===== config.mk =====
export PLATFORM = sky130hd
export DESIGN_NAME = iodr_port_regs
export DESIGN_NICKNAME = d
export VERILOG_FILES = /design/src/shared/iodr_pkg.sv /design/src/rtl/iodr_port_regs.sv /design/src/rtl/iodr_pin_cell.sv
export VERILOG_INCLUDE_DIRS = /design/src /design/src/shared
export SDC_FILE = /design/constraint.sdc
export NUM_CORES = 1
export LEC_CHECK = 0
export BUFFER_PORTS_ARGS = -buffer_cell sky130_fd_sc_hd__buf_2
export CORE_UTILIZATION = 58
export DETAILED_ROUTE_END_ITERATION = 16
export GPL_ROUTABILITY_DRIVEN = 1
export PLACE_DENSITY = 0.82
export SKIP_CTS_REPAIR_TIMING = 1
export SLEW_MARGIN = 20
export SYNTH_ARGS = -nofsm -noshare
export SYNTH_HDL_FRONTEND = slang
export SYNTH_SLANG_ARGS = --single-unit

===== constraint.sdc =====
create_clock -name clk -period 4.1 [get_ports clk]
set_input_delay 0.82 -clock clk [delete_from_list [all_inputs] [get_ports clk]]
set_output_delay 0.82 -clock clk [all_outputs]
set_load 0.005 [all_outputs]

===== src/shared/iodr_consts.svh =====
// offsets, reset values and sizes of the i/o direction and output registers
`ifndef IODR_CONSTS_SVH
`define IODR_CONSTS_SVH

// ==========================================================
// sizes
`define IODR_PINS 32
`define IODR_AW 8
`define IODR_DW 32

// ==========================================================
// register offsets (byte addresses)
`define IODR_OFS_DIR 8'h00
`define IODR_OFS_DIR_CLR 8'h04
`define IODR_OFS_DIR_SET 8'h08
`define IODR_OFS_DIR_TGL 8'h0C
`define IODR_OFS_OUT 8'h10

// ==========================================================
// reset and idle values
`define IODR_RST_DIR 32'h00000000
`define IODR_RST_OUT 32'h00000000
`define IODR_RD_IDLE 32'h00000000

`endif


===== src/shared/iodr_pkg.sv =====
// types shared by the i/o direction and output register block
package iodr_pkg;

  // ==========================================================
  // register port request, one cycle per access
  typedef struct packed {
    logic [7:0] addr;
    logic [31:0] wdata;
    logic wr;
    logic rd;
  } iodr_req_s;

  // ==========================================================
  // pad controls for the whole group, one bit per pin
  typedef struct packed {
    logic [31:0] oe;
    logic [31:0] drive;
    logic [31:0] pull_up;
    logic [31:0] pull_down;
  } iodr_pad_s;

endpackage : iodr_pkg


===== src/rtl/iodr_port_regs.sv =====
// direction and output value registers for one 32-pin i/o group
//
// Functional notes
// - direction bit 0 input, 1 output
// - clear write of one clears direction bit
// - zero bits in clear/set/toggle change nothing
// - set write of one sets direction bit
// - toggle write of one inverts direction bit
// - all direction views share one state
// - each masked change takes one write
// - offsets 0x00/0x04/0x08/0x0C, 32 bits, reset zero
// - output value bits 31:0 read and write
// - output bit sets drive level or pull
//
// The address-and-strobe port was decided locally.
`timescale 1ns/1ps
`default_nettype none

`include "iodr_consts.svh"

module iodr_port_regs
  import iodr_pkg::*;
(
  // clock and reset
  input wire logic clk,
  input wire logic rst,
  // register port
  input wire iodr_req_s bus_req,
  output logic [31:0] bus_rdata,
  // write protection
  input wire logic write_protection_lock,
  output logic write_refused,
  // pin configuration
  input wire logic [31:0] pull_resistor_enable,
  // pad controls
  output iodr_pad_s pad
);

  // ==========================================================
  // state
  logic [31:0] dir_q;
  logic [31:0] dir_d;
  logic [31:0] out_q;
  logic [31:0] out_d;
  logic [31:0] rdata_q;
  logic [31:0] rdata_d;
  logic refused_q;
  logic refused_d;

  // ==========================================================
  // address decode
  wire logic hit_dir;
  wire logic hit_clr;
  wire logic hit_set;
  wire logic hit_tgl;
  wire logic hit_out;
  wire logic hit_dir_view;
  wire logic hit_any;

  assign hit_dir = bus_req.addr == `IODR_OFS_DIR;
  assign hit_clr = bus_req.addr == `IODR_OFS_DIR_CLR;
  assign hit_set = bus_req.addr == `IODR_OFS_DIR_SET;
  assign hit_tgl = bus_req.addr == `IODR_OFS_DIR_TGL;
  assign hit_out = bus_req.addr == `IODR_OFS_OUT;
  assign hit_dir_view = hit_dir || hit_clr || hit_set || hit_tgl;
  assign hit_any = hit_dir_view || hit_out;

  // ==========================================================
  // write qualification
  // the lock gates the strobe itself, so no path can slip a write past it
  wire logic wr_ok;
  wire logic wr_blocked;

  assign wr_ok = bus_req.wr && !write_protection_lock;
  assign wr_blocked = bus_req.wr && write_protection_lock && hit_any;

  // ==========================================================
  // direction next value
  // one write applies the mask in hardware, no read-modify-write needed
  wire logic [31:0] dir_cleared;
  wire logic [31:0] dir_setted;
  wire logic [31:0] dir_toggled;
  wire logic [31:0] dir_written;

  assign dir_cleared = dir_q & ~bus_req.wdata;
  assign dir_setted = dir_q | bus_req.wdata;
  assign dir_toggled = dir_q ^ bus_req.wdata;
  assign dir_written = hit_dir ? bus_req.wdata :
                       hit_clr ? dir_cleared :
                       hit_set ? dir_setted :
                       hit_tgl ? dir_toggled : dir_q;
  assign dir_d = wr_ok ? dir_written : dir_q;

  // ==========================================================
  // output value next value
  assign out_d = (wr_ok && hit_out) ? bus_req.wdata : out_q;

  // ==========================================================
  // read data
  // every direction view returns the single shared state
  wire logic [31:0] rd_mux;

  assign rd_mux = hit_dir_view ? dir_q :
                  hit_out ? out_q : `IODR_RD_IDLE;
  assign rdata_d = bus_req.rd ? rd_mux : `IODR_RD_IDLE;

  // ==========================================================
  // refused write flag, a one-cycle pulse
  assign refused_d = wr_blocked;

  // ==========================================================
  // registers
  always_ff @(posedge clk) begin
    if (rst) begin
      dir_q <= `IODR_RST_DIR;
      out_q <= `IODR_RST_OUT;
    end else begin
      dir_q <= dir_d;
      out_q <= out_d;
    end
  end

  always_ff @(posedge clk) begin
    if (rst) begin
      rdata_q <= `IODR_RD_IDLE;
      refused_q <= 1'b0;
    end else begin
      rdata_q <= rdata_d;
      refused_q <= refused_d;
    end
  end

  assign bus_rdata = rdata_q;
  assign write_refused = refused_q;

  // ==========================================================
  // per-pin pad controls
  // pad controls lag the registers by one cycle so they leave from flops
  for (genvar i = 0; i < `IODR_PINS; i++) begin : g_pin
    iodr_pin_cell u_cell (
      .clk(clk),
      .rst(rst),
      .dir(dir_q[i]),
      .out_val(out_q[i]),
      .pull_resistor_enable(pull_resistor_enable[i]),
      .oe_q(pad.oe[i]),
      .drive_q(pad.drive[i]),
      .pull_up_q(pad.pull_up[i]),
      .pull_down_q(pad.pull_down[i])
    );
  end

  // expected pull state, computed apart from the pin cells
  wire logic [31:0] pull_up_exp;
  wire logic [31:0] pull_down_exp;

  assign pull_up_exp = ~dir_q & pull_resistor_enable & out_q;
  assign pull_down_exp = ~dir_q & pull_resistor_enable & ~out_q;
endmodule : iodr_port_regs

`default_nettype wire


===== src/rtl/iodr_pin_cell.sv =====
// per-pin pad control flops for one i/o pin
`timescale 1ns/1ps
`default_nettype none

module iodr_pin_cell (
  // clock and reset
  input wire logic clk,
  input wire logic rst,
  // register state for this pin
  input wire logic dir,
  input wire logic out_val,
  input wire logic pull_resistor_enable,
  // pad controls
  output logic oe_q,
  output logic drive_q,
  output logic pull_up_q,
  output logic pull_down_q
);

  // ==========================================================
  // pull select
  wire logic pull_on;
  assign pull_on = !dir && pull_resistor_enable;

  always_ff @(posedge clk) begin
    if (rst) begin
      oe_q <= 1'b0;
      drive_q <= 1'b0;
      pull_up_q <= 1'b0;
      pull_down_q <= 1'b0;
    end else begin
      oe_q <= dir;
      drive_q <= out_val;
      pull_up_q <= pull_on && out_val;
      pull_down_q <= pull_on && !out_val;
    end
  end
endmodule : iodr_pin_cell

`default_nettype wire


; Yosys cells after proc, flatten, opt, wreduce, memory -nomap -nowiden
; Index checks and enable logic that the tools add are counted.
[word_totals]
reg_bits = 225
input_bits = 77
output_inout_bits = 161
wordCells = 320
[classes]
eq_ne = 4
mux = 6
n_bitwise = 5
n_reduce_logical = 173
[op_table]
columns = cell, n
row1 = 32-bit two-way mux, 6
row2 = 1-bit logical AND, 100
row3 = 1-bit zero test, 65
row4 = 32-bit AND, 1
row5 = 32-bit NOT, 1
row6 = 32-bit OR, 1
row7 = 32-bit bitwise XOR, 1
row8 = 8-bit by 4-bit == test with 1-bit output (second input constant), 2
row9 = 8-bit by 3-bit == test with 1-bit output (second input constant), 1
row10 = 8-bit by 5-bit == test with 1-bit output (second input constant), 1
row11 = 8-bit zero test, 1
row12 = 1-bit logical OR, 4
row13 = 4-bit nonzero test, 1
row14 = 2-bit AND reduction, 1
row15 = 2-bit OR reduction, 1
row16 = 1-bit NOT, 1

; Logic depth before layout (Yosys ltp)
; Gate-level depths: netlist (run 1).
[depth]
depth_word = 6
depth_mapped = 7
mapped_depth_nobuf = 6

; Modules after synthesis
; A second synthesis (run 1) with hierarchy kept.
[unflattened]
hier_cells = 895
area_unflattened_um2 = 9306.4
[by_module_without_submodules]
columns = module, n_inst, cells_per_inst, area_per_inst_um2, seq_area_each_um2
row1 = iodr_port_regs, 1, 639, 5302.6, 1941.9
row2 = iodr_pin_cell, 32, 8, 125.1, 80.1

; Worst setup path after synthesis (run 1)
; OpenSTA, ideal clock, no wires.
[synth_timing]
kind = input-to-reg
startpoint = in bus_req[36] in the netlist's numbering
endpoint = reg rdata_q[10] (netlist: bus_rdata[10])
setup_time_ns = 0.066
t_arrival_ns = 1.972
t_required_ns = 4.034
setup_slack_ns = 2.062
path_stages = 6
n_path_buf = 2
cell_sequence = buf_6 > nor4_4 > nand3_1 > a211o_1 > buf_6 > a21oi_2
[synth_between]
elab_chain_cells = 5
elab_cells_between_ends = 10
classes_between = eq/ne (4) / mux (2) / reduce/logical (4)
[synth_rtl]
columns = item, line_no
row1 = start: declaration, iodr_port_regs.sv:28  ; input wire iodr_req_s bus_req,
row2 = 8-bit by 3-bit == test with 1-bit output (no source line) / 8-bit zero test (equally long branches), --
row3 = 1-bit logical OR (3 in series), iodr_port_regs.sv:65  ; assign hit_dir_view = hit_dir || hit_clr || hit_set || hit_tgl;
row4 = 32-bit two-way mux (no source line) *, --
row5 = end signal: assignment, iodr_port_regs.sv:125  ; rdata_q <= `IODR_RD_IDLE;
row6 = end signal: assignment, iodr_port_regs.sv:128  ; rdata_q <= rdata_d;
row7 = end: declaration, iodr_port_regs.sv:45  ; logic [31:0] rdata_q;
; Every way passes the cells marked *; elsewhere a longest branch is shown, timed or not.
; A chain may end at the register's enable or synchronous reset.

; Worst setup path in the final report (run 1)
[layout_timing]
startpoint = in bus_req[36] in the netlist's numbering
endpoint = reg out_q[15]
[layout_between]
elab_chain_cells = 2
[layout_rtl]
columns = item, line_no
row1 = 8-bit by 5-bit == test with 1-bit output (no source line), --
row2 = 1-bit logical AND, iodr_port_regs.sv:96  ; assign out_d = (wr_ok && hit_out) ? bus_req.wdata : out_q;
row3 = end signal: assignment, iodr_port_regs.sv:116  ; out_q <= `IODR_RST_OUT;
row4 = end signal: assignment, iodr_port_regs.sv:119  ; out_q <= out_d;
row5 = end: declaration, iodr_port_regs.sv:43  ; logic [31:0] out_q;
; Every way passes these cells.

==> Implementation_results.wiki, run 1 <==
{| class="wikitable"
! Metric !! Value
|-
| Outcome || finished, final reports clean
|-
| Signed area change from the synthesized netlist to the final layout || 10.6%
|-
| Post-Synthesis Cell Area || 9710 sq um
|-
| Top cell types by occurrence after synthesis || dfxtp_1 (225), nand2_1 (159), buf_4 (130)
|-
| Type of element launching the critical path || input pin
|-
| Final layout net count || 1261
|-
| Global-route wire length before repair || 35.1 mm
|-
| Number of max-slew violations in the final report || 0
|-
| Clock buffer depth || 3
|-
| Min cycle time layout || 2.41 ns
|-
| Delay of the slowest cell on the worst path || 0.75 ns
|-
| Clock Skews || 0.0138 ns
|-
| Flip-flop and latch count after synthesis || 225
|-
| Share of the clock period used by the worst path after layout || 0.587
|-
| Count of different cell masters after synthesis || 33
|-
| Placer congestion estimate || 0.768
|-
| Antenna diode count || 0
|-
| Cell Chain, Critical Path || buf_2 -> nor4_4 -> and3_1 -> buf_4 -> nand2_1 -> a21oi_1
|-
| Area fraction of the dominant cell type after synthesis || 0.464
|-
| Max FO, Critical Path || 17
|-
| Cell with the largest stage delay on the worst path || and3_1
|-
| Proportion of layout cells with a drive suffix above 1 || 0.280
|-
| Area of the core || 16100 sq um
|-
| Combined global-route utilization of all metal layers || 0.247
|-
| Proportion of total power due to net switching || 0.217
|-
| Sequential cell area fraction in the yosys report || 0.464
|-
| Setup crit end kind || flop
|-
| Worst-margin pin slew || 1.02 ns
|-
| Maximum clock rate || 0.415 GHz
|-
| Syn Area/Cell || 9.37 sq um
|-
| Post-Route WL || 21.6 mm
|-
| Vias in the first global route || 6903
|-
| Number of buffers inserted during clock tree synthesis || 23
|-
| Setup repair after global routing missed its margin || no
|-
| Skew-Pair Late Insertion Delay || 0.51 ns
|-
| EDFF count, synth || 0
|-
| Power density of the placed cells || 413 nW/um^2
|-
| Setup TNS || 0 ns
|-
| Combined buffer and inverter count along the critical path || 2
|-
| Count of final hold-check violations || 0
|-
| Die width || 131 microns
|-
| Number of filler instances in the final layout || 1297
|-
| Worst endpoint required time || 4.52 ns
|-
| Endpoint arrival time on the critical path || 2.83 ns
|-
| Headroom to the max-slew limit || 0.321
|-
| Worst hold margin || 0.490 ns
|-
| Sequential Power Share || 0.498
|-
| Remaining DRCs || 0
|-
| Maximum level of the CTS H-tree || 1
|-
| Detail-routed via count per cell || 5.30
|-
| Library cell used as clock root buffer || clkbuf_16
|-
| Critical path start-end classification || input pin to flop
|-
| Nets in the synthesized netlist || 1177
|-
| Max Cap Violations || 0
|-
| Leading cell type by number of instances after synthesis || dfxtp_1
|-
| Main area contributors after synthesis || dfxtp_1 (46%), buf_4 (10%), ha_1 (8.2%)
|-
| Clock tree from TritonCTS || built
|-
| Area leader, netlist || dfxtp_1
|-
| Peak supply drop || 289 uV
|-
| Total congestion overflow || 0
|-
| Die outline area || 17300 sq um
|-
| Count of port buffers added during placement || 237
|-
| Cell family with the largest share of critical-path delay || simple AND/OR/NAND/NOR gates
|-
| Top flip-flop cell by instance count after synthesis || dfxtp_1
|-
| Final number of setup-violating endpoints || 0
|-
| Detailed Place HPWL || 14.2 mm
|-
| Routed WL per cell || 16.0 microns
|-
| Post-synth ARST share || 0
|-
| Switching Power || 0.962 mW
|-
| Vias after detailed routing || 7162
|-
| Clock net sink count || 225
|-
| LEAKAGE || 4.72 nW
|-
| Hold/Removal Path Class || flop to flop
|-
| Power Internal || 3.47 mW
|-
| Initial antenna violation count || 0
|-
| Proportion of power drawn by the clock network || 0.453
|-
| Ys Warns || 0
|-
| Number of iterations in the first detailed-routing pass || 5
|-
| Comb pwr share || 0.048
|-
| Number of DRC markers in iteration 0 || 437
|-
| Initial Util || 0.603
|-
| DIE HEIGHT || 131 microns
|-
| Maximum number of pins on one net before global-route repair || 94
|-
| Antenna viol nets, final || 0
|-
| Number of top-level design ports || 238
|-
| Placement Rows || 46
|-
| Post-synthesis instance total || 1036
|-
| Clock Pin Slew Worst Setup and Hold Paths || 0.06 ns
|}
-- cells in the final DEF (no fill, tap or decap), drive strengths merged, types with 2 or more instances in the layout --
cell type	count
ha	64
nor4	2
a22o	4
o21ai	56
o22ai	32
nor2b	34
buf	244
a31oi	5
nand2	160
a21oi	64
nor2	33
mux2	4
dfxtp	225
clkbuf	36
nor4b	33
inv	67
and3	2
clkinv	2
a2bb2oi	28
nor4bb	32
-- registers in the layout, summed over array words and instances, names as in the netlist --
signal / cells
bus_rdata: 32
dir_q: 32
g_pin.u_cell.drive_q: 32
g_pin.u_cell.oe_q: 32
g_pin.u_cell.pull_down_q: 32
g_pin.u_cell.pull_up_q: 32
out_q: 32
write_refused: 1
-- cells by family (layout without fill, tap and decap cells) --
| logic type | count (synthesis) | in the layout | synth area share |
|---|---|---|---|
| flops | 225 | 225 | 0.464 |
| compound gates | 191 | 191 | 0.128 |
| buf+inv | 250 | 350 | 0.152 |
| fa+ha+maj | 64 | 64 | 0.0825 |
| simple gates | 302 | 302 | 0.169 |
| mux | 4 | 4 | 0.00464 |
-- final cells by class --
| cell class | instances | area, sq um | share of cell area |
|---|---|---|---|
| Clock buffer | 36 | 664 | 0.0619 |
| Clock inverter | 5 | 57.6 | 0.00536 |
| Tap cell | 216 | 270 | 0.0252 |
| Inverter | 65 | 244 | 0.0227 |
| Sequential cell | 225 | 4500 | 0.419 |
| Multi-Input combinational cell | 561 | 3760 | 0.350 |
| Timing Repair Buffer | 244 | 1240 | 0.116 |
-- metrics by stage --
step           setup slack, ns  cells  area [sq um]   util  power, mW
2_1_floorplan             2.06   1036          9710      -       2.40
3_3_place_gp              1.25   1311         10000  0.621       2.46
3_5_place_dp              1.18   1311         10000  0.621       2.47
4_1_cts                   1.67   1352         10700  0.666       4.46
5_1_grt                   1.60   1352         10700  0.666       4.59
6_report                  1.69   1352         10700  0.666       4.43
-- routing by layer --
| metal | GRT usage | up-vias | share of wire |
|---|---|---|---|
| met3 | 0.0513 | 34 | 0.074 |
| met5 | 0 | - | 0 |
| li1 | - | 3502 | - |
| met2 | 0.407 | 248 | 0.47 |
| met4 | 0.0652 | 0 | 0.017 |
| met1 | 0.327 | 3378 | 0.44 |
-- worst paths after layout --
kind / from / cells past startpoint / to / slack (ns)
worst max-delay path: bus_req[36] / 6 / out_q[15] / 1.69
worst min-delay path: out_q[20] / 1 / g_pin[20].u_cell.pull_down_q / 0.49
worst max register to register: dir_q[31] / 5 / dir_q[31] / 2.70
worst min register to register: out_q[20] / 1 / g_pin[20].u_cell.pull_down_q / 0.49
-- power groups by stage --
stage | Combinational (mW) | Clock [mW] | Sequential [mW]
CTS | 0.214 | 2.04 | 2.21
global route | 0.238 | 2.14 | 2.21
finish | 0.215 | 2.01 | 2.21
floorplan | 0.143 | 0 | 2.26
global placement | 0.207 | 0 | 2.26
detailed placement | 0.212 | 0 | 2.26
Note: power is estimated with default switching activity, not from simulation.
==> inputs of run 2 (changes only) <==
Settings changed: ABC_AREA set to 1, CORE_UTILIZATION 58 to 49, PLACE_DENSITY 0.82 to 0.73.
Clock period 4.1 ns to 2.2 ns, I/O delays scaled along.
==> run 2 against run 1 <==
Compared with the run above:
- clock power rose by 100%
- non-clock buffer count rose by 17
- critical endpoint is now pad[102]
- clock skew rose by 0.0040 ns
- wire length rose by 12%
==> Implementation_results.wiki, run 2 <==
{| class="wikitable"
! Metric !! Value
|-
| Outcome || finished, final reports clean
|-
| Critical path start-end classification || flop to output pin
|-
| Number of max-slew violations in the final report || 0 (unchanged)
|-
| DIE HEIGHT || 147 microns (+12%)
|-
| Post-Synthesis Cell Area || 10300 sq um (+5.9%)
|-
| Hold/Removal Path Class || input pin to flop
|-
| Antenna viol nets, final || 0 (unchanged)
|-
| Placement Rows || 52 (+13%)
|-
| Ys Warns || 0 (unchanged)
|-
| Global-route wire length before repair || 39.2 mm (+12%)
|-
| Count of port buffers added during placement || 237 (unchanged)
|-
| Setup TNS || 0 ns (unchanged)
|-
| Reg-to-reg slack, setup || 0.94 ns (-1.76 ns)
|-
| Setup repair after global routing missed its margin || no
|-
| Type of element launching the critical path || flop
|-
| Number of iterations in the first detailed-routing pass || 5 (unchanged)
|-
| HP Start || pull_resistor_enable[3]
|-
| Post-synthesis instance total || 1319 (+27%)
|-
| Power Internal || 6.75 mW (+94%)
|-
| R2R Path End || dir_q[30]
|-
| Vias after detailed routing || 8426 (+18%)
|-
| Clock Pin Slew Worst Setup and Hold Paths || 0.06 ns (about the same)
|-
| Share of the clock period used by the worst path after layout || 0.650
|-
| Power density of the placed cells || 746 nW/um^2 (+81%)
|-
| Initial Util || 0.504 (-0.0991)
|-
| Combined buffer and inverter count along the critical path || 1 (-1)
|-
| Final layout net count || 1547 (+23%)
|-
| Skew-Pair Late Insertion Delay || 0.51 ns (about the same)
|-
| Top cell types by occurrence after synthesis || nand2_1 (256), dfxtp_1 (225), inv_1 (162)
|-
| Post-Route WL || 24.3 mm (+12%)
|-
| Switching Power || 1.91 mW (+99%)
|-
| Area fraction of the dominant cell type after synthesis || 0.438 (-0.0259)
|-
| Maximum level of the CTS H-tree || 1 (unchanged)
|-
| Number of top-level design ports || 238 (unchanged)
|-
| Setup crit end kind || output pin
|-
| Final number of setup-violating endpoints || 0 (unchanged)
|-
| Number of DRC markers in iteration 0 || 420 (-3.9%)
|-
| Total congestion overflow || 0 (unchanged)
|-
| Clock tree from TritonCTS || built
|-
| Count of final hold-check violations || 0 (unchanged)
|-
| Proportion of total power due to net switching || 0.221 (+0.00356)
|-
| Combined global-route utilization of all metal layers || 0.222 (-0.0247)
|-
| Clock buffer depth || 3 (unchanged)
|-
| Most common cell after layout, fill and taps aside || nand2_1
|-
| Placer congestion estimate || 0.787 (+2.5%)
|-
| Sequential cell area fraction in the yosys report || 0.438 (-0.0259)
|-
| FF-to-FF Start || dir_q[30]
|-
| Proportion of power drawn by the clock network || 0.470 (+0.017)
|-
| Peak supply drop || 536 uV (+85%)
|-
| Die outline area || 21600 sq um (+25%)
|-
| Proportion of layout cells with a drive suffix above 1 || 0.225 (-0.0551)
|-
| Area occupied by multi-input gates || 3900 sq um (+3.8%)
|-
| Sequential Power Share || 0.476 (-0.022)
|-
| Library cell used as clock root buffer || clkbuf_16
|-
| Worst endpoint required time || 1.76 ns (-2.76 ns)
|-
| Endpoint arrival time on the critical path || 0.99 ns (-1.84 ns)
|-
| Clock net sink count || 225 (unchanged)
|-
| Area leader, netlist || dfxtp_1
|-
| EDFF count, synth || 0 (unchanged)
|-
| Number of filler instances in the final layout || 1869 (+44%)
|-
| Area of the core || 20400 sq um (+27%)
|-
| Signed area change from the synthesized netlist to the final layout || 12.8%
|-
| Remaining DRCs || 0 (unchanged)
|-
| Worst R2R Path Depth || 8 (+3)
|-
| Commonest cells after routing, fill and taps aside || nand2_1 (253), buf_2 (236), dfxtp_1 (225)
|-
| Worst hold margin || 0.155 ns (-0.335 ns)
|-
| Cell Chain, Critical Path || buf_2
|-
| Syn Area/Cell || 7.80 sq um (-17%)
|-
| Worst-margin pin slew || 0.703 ns (-0.315 ns)
|-
| Top flip-flop cell by instance count after synthesis || dfxtp_1
|-
| LEAKAGE || 5.80 nW (+23%)
|-
| Main area contributors after synthesis || dfxtp_1 (44%), buf_4 (9.9%), nand2_1 (9.3%)
|-
| Max Cap Violations || 0 (unchanged)
|-
| Detailed Place HPWL || 16.1 mm (+13%)
|-
| Maximum clock rate || 0.699 GHz
|-
| Cell family with the largest share of critical-path delay || flip-flops
|-
| Worst hold path endpoint || g_pin[3].u_cell.pull_down_q
|-
| Min cycle time layout || 1.43 ns
|-
| Headroom to the max-slew limit || 0.530 (+0.209)
|-
| Worst hold path depth || 3 (+2)
|-
| Post-synth ARST share || 0 (unchanged)
|-
| Max FO, Critical Path || 1 (-16)
|-
| Die width || 147 microns (+12%)
|-
| Cell with the largest stage delay on the worst path || dfxtp_1
|-
| Count of different cell masters after synthesis || 22 (-33%)
|-
| Number of buffers inserted during clock tree synthesis || 24 (+4.3%)
|-
| Total area of sequential cells || 4500 sq um (unchanged)
|-
| Clock Skews || 0.0178 ns (+0.00403 ns)
|-
| Delay of the slowest cell on the worst path || 0.35 ns (-0.40 ns)
|-
| Routed WL per cell || 14.3 microns (-10%)
|-
| Detail-routed via count per cell || 4.97 (-6.2%)
|-
| Comb pwr share || 0.054 (+0.006)
|-
| Flip-flop and latch count after synthesis || 225 (unchanged)
|-
| Leading cell type by number of instances after synthesis || nand2_1
|-
| Nets in the synthesized netlist || 1460 (+24%)
|-
| Vias in the first global route || 7874 (+14%)
|-
| Initial antenna violation count || 2 (+2)
|-
| Maximum number of pins on one net before global-route repair || 129 (+37%)
|}
run 2: changes by cell type after synthesis, moves of 27 or more:
cell       change
nand2_1       +97
nor4bb_1      -32
nor2b_1       -34
o21ai_1       -27
a21oi_1       +59
o211ai_1      +32
nor4b_1       -33
inv_1         +97
a2bb2oi_1     -28
nor2_1        +71
nor4_1        +64
a21oi_2       -30
nand3_1       +98
o22ai_1       -32
run 2: stage by stage:
step / instances / setup slack [ns] / util / power, mW / instance area (sq um)
after floorplan: 1319 / 0.796 / - / 4.52 / 10300
after global placement: 1650 / 0.233 / 0.528 / 4.67 / 10800
after detailed placement: 1650 / 0.233 / 0.528 / 4.67 / 10800
after CTS: 1693 / 0.753 / 0.568 / 8.73 / 11600
after global routing: 1694 / 0.666 / 0.568 / 8.96 / 11600
final: 1695 / 0.770 / 0.568 / 8.66 / 11600
run 2: final cells by class:
type | instances | share of cell area
Timing Repair Buffer | 261 | 0.122
Antenna cell | 2 | 0.000431
Inverter | 167 | 0.0540
Multi-Input combinational cell | 727 | 0.336
Sequential cell | 225 | 0.388
Clock buffer | 34 | 0.0611
Clock inverter | 9 | 0.00873
Tap cell | 270 | 0.0291
run 2: power by group through the flow:
stage	clock network, mW	registers (mW)	logic [mW]
after floorplan	0	4.21	0.316
final	4.07	4.12	0.467
after global placement	0	4.21	0.455
after global routing	4.31	4.12	0.527
after detailed placement	0	4.21	0.465
after CTS	4.14	4.12	0.468
run 2: layer usage:
layer | wire length, microns | up-vias | track usage
li1 | - | 4245 | -
met1 | 10500 | 3858 | 0.282
met2 | 11600 | 274 | 0.378
met3 | 1540 | 49 | 0.0385
met4 | 595 | 0 | 0.0778
met5 | 0 | - | 0
run 2: worst max path at each step:
stage | startpoint | end | slack, ns | cells past startpoint
after floorplan | bus_req[39] | dir_q[0] | 0.80 | 10
after global placement | bus_req[36] | bus_rdata[30] | 0.23 | 8
after detailed placement | bus_req[36] | bus_rdata[30] | 0.23 | 8
after CTS | bus_req[36] | bus_rdata[30] | 0.75 | 8
after global routing | bus_req[41] | dir_q[0] | 0.67 | 10
final | g_pin[6].u_cell.oe_q | pad[102] | 0.77 | 1
run 2: kinds of logic after synthesis:
kind of cell / Yosys count / share of synthesized area
AOI/OAI and AO/OA: 130 / 0.0713
adders and majority gates: 64 / 0.0778
buffers and inverters: 367 / 0.186
DFF: 225 / 0.438
and+or+nand+nor: 533 / 0.227
run 2: tightest hold or removal path, cell delays in order:
cell and delay (ns):
buf_2 0.09, inv_1 0.06, nor4_1 0.04
==> inputs of run 3 (changes only) <==
Settings changed: CORE_UTILIZATION 49 to 54, PLACE_DENSITY 0.73 to 0.76.
Clock period 2.2 ns to 1.4 ns, I/O delays scaled along.
==> run 3 against run 2 <==
Compared with the run above:
- register-to-register slack got worse by 0.78 ns
- final area increased by 1.4%
- final cell count fell by 1.4%
- clock power grew 44%
- critical path depth unchanged
- global-route usage up 1.9 points
- worst hold slack got worse by 0.14 ns
- first-iteration DRC count grew 18%
- wire length decreased by 1.3%
- sequential cell count is the same
==> Implementation_results.wiki, run 3 (synthesis results as in run 2) <==
{| class="wikitable"
! Metric !! Value
|-
| Hold/Removal Path Class || input pin to flop
|-
| HP Start || pull_resistor_enable[12]
|-
| FF-to-FF Start || dir_q[2]
|-
| Logic depth of the worst path, buffers included || 1 (unchanged)
|-
| Cell with the largest stage delay on the worst path || dfxtp_1
|-
| Final std cell area, no fill || 11800 sq um (+1.4%)
|-
| Most common cell after layout, fill and taps aside || nand2_1
|-
| Combined buffer and inverter count along the critical path || 1 (unchanged)
|-
| Maximum level of the CTS H-tree || 1 (unchanged)
|-
| Clock Pin Slew Worst Setup and Hold Paths || 0.06 ns (about the same)
|-
| Number of DRC markers in iteration 0 || 497 (+18%)
|-
| Worst-margin pin slew || 0.411 ns (-0.292 ns)
|-
| Setup crit end kind || output pin
|-
| Maximum clock rate || 0.797 GHz
|-
| Clock Skews || 0.0158 ns (-0.00201 ns)
|-
| Combined global-route utilization of all metal layers || 0.241 (+0.0188)
|-
| Worst R2R Path Depth || 8 (unchanged)
|-
| Setup repair after global routing missed its margin || no
|-
| Commonest cells after routing, fill and taps aside || nand2_1 (254), buf_2 (236), dfxtp_1 (225)
|-
| Critical path start-end classification || flop to output pin
|-
| Cell Chain, Critical Path || buf_2
|-
| Global-route wire length before repair || 38.4 mm (-2.2%)
|-
| Maximum number of pins on one net before global-route repair || 48 (-63%)
|-
| Vias after detailed routing || 8388 (-0.45%)
|-
| Outcome || finished, final reports clean
|-
| Number of buffers inserted during clock tree synthesis || 23 (-4.2%)
|-
| Library cell used as clock root buffer || clkbuf_16
|-
| Worst endpoint required time || 1.12 ns (-0.64 ns)
|-
| Initial antenna violation count || 0 (-2)
|-
| Detail-routed via count per cell || 5.02 (+0.98%)
|-
| Area of the core || 18700 sq um (-8.4%)
|-
| Vias in the first global route || 7726 (-1.9%)
|-
| Final layout net count || 1564 (+1.1%)
|-
| Total congestion overflow || 0 (unchanged)
|-
| LEAKAGE || 5.90 nW (+1.7%)
|-
| Min cycle time layout || 1.26 ns
|-
| Remaining DRCs || 0 (unchanged)
|-
| Placer congestion estimate || 0.815 (+3.6%)
|-
| Max FO, Critical Path || 1 (unchanged)
|-
| Proportion of layout cells with a drive suffix above 1 || 0.233 (+0.00825)
|-
| Detailed Place HPWL || 16.1 mm (+0.20%)
|-
| R2R Path End || dir_q[2]
|-
| Worst hold margin || 0.0101 ns (-0.145 ns)
|-
| Max Cap Violations || 0 (unchanged)
|-
| Number of iterations in the first detailed-routing pass || 5 (unchanged)
|-
| Worst hold path endpoint || g_pin[12].u_cell.pull_down_q
|-
| Clock tree from TritonCTS || built
|-
| Clock buffer depth || 3 (unchanged)
|-
| Antenna diode count || 0 (-2)
|-
| Number of top-level design ports || 238 (unchanged)
|-
| Die outline area || 19600 sq um (-9.1%)
|-
| Placed Instance Area || 11000 sq um (+2.3%)
|-
| Reg-to-reg slack, setup || 0.16 ns (-0.78 ns)
|-
| Peak supply drop || 759 uV (+42%)
|-
| Placement Rows || 50 (-3.8%)
|-
| Cell family with the largest share of critical-path delay || flip-flops
|-
| Headroom to the max-slew limit || 0.726 (+0.196)
|-
| DIE HEIGHT || 140 microns (-4.7%)
|-
| Initial Util || 0.550 (+0.0464)
|-
| Delay of the slowest cell on the worst path || 0.35 ns (about the same)
|-
| Type of element launching the critical path || flop
|-
| Count of port buffers added during placement || 237 (unchanged)
|-
| Worst hold path depth || 3 (unchanged)
|-
| Number of filler instances in the final layout || 1562 (-16%)
|-
| Clock net sink count || 225 (unchanged)
|-
| Routed WL per cell || 14.3 microns (+0.11%)
|-
| Power density of the placed cells || 1110 nW/um^2 (+49%)
|-
| Post-Route WL || 23.9 mm (-1.3%)
|-
| Final number of setup-violating endpoints || 0 (unchanged)
|-
| Share of the clock period used by the worst path after layout || 0.897
|-
| Die width || 140 microns (-4.7%)
|-
| Signed area change from the synthesized netlist to the final layout || 14.3%
|-
| Number of max-slew violations in the final report || 0 (unchanged)
|-
| Skew-Pair Late Insertion Delay || 0.51 ns (about the same)
|-
| Antenna viol nets, final || 0 (unchanged)
|-
| Endpoint arrival time on the critical path || 0.98 ns (about the same)
|-
| Count of final hold-check violations || 0 (unchanged)
|}
run 3: layout make-up:
cell class / count / area [sq um] / share of cell area
flip-flops and latches: 225 / 4500 / 0.383
multi-input cells: 727 / 3900 / 0.331
repair buffers: 279 / 1720 / 0.146
clock buffers: 29 / 638 / 0.0542
inverters: 167 / 627 / 0.0533
well taps: 234 / 293 / 0.0249
clock inverters: 10 / 86.3 / 0.00734
run 3: routing by layer:
| metal | global-route usage | part of all wire | vias up |
|---|---|---|---|
| li1 | - | - | 4275 |
| met2 | 0.412 | 0.47 | 274 |
| met3 | 0.0311 | 0.052 | 46 |
| met1 | 0.312 | 0.45 | 3793 |
| met4 | 0.0821 | 0.023 | 0 |
| met5 | 0 | 0 | - |
run 3: worst max path at each step:
stage	from	endpoint
4_1_cts	bus_rdata[6]	bus_rdata[6]
3_5_place_dp	bus_req[41]	out_q[9]
6_report	bus_rdata[6]	bus_rdata[6]
3_3_place_gp	bus_req[41]	out_q[14]
2_1_floorplan	bus_req[39]	dir_q[0]
5_1_grt	dir_q[2]	dir_q[2]
run 3: worst register-to-register path, cell delays in order, from the launching register on:
cell     delay, ns
dfxtp_1       0.42
inv_1         0.10
ha_1          0.29
inv_1         0.06
nand2_1       0.05
nand3_1       0.07
nand2_1       0.05
nand2_1       0.05
nand2_1       0.04
run 3: where the power goes:
part	leakage, nW	internal, mW	total (mW)	switching, mW
Sequential	1.82	6.46	6.47	0.0167
Combinational	3.73	0.293	0.776	0.483
Clock	0.353	3.40	5.86	2.46
Total	5.90	10.2	13.1	2.96
run 3: metrics by stage:
stage                     power, mW  instances  setup WS, ns  setup TNS [ns]  utilization
after floorplan                7.11       1319         0.156               0            -
after global placement         7.37       1632        -0.102           -6.56        0.590
after detailed placement       7.38       1632        -0.128           -8.47        0.590
after CTS                      13.2       1671         0.124               0        0.629
after global routing           13.5       1671        0.0731               0        0.629
final                          13.1       1671         0.145               0        0.629
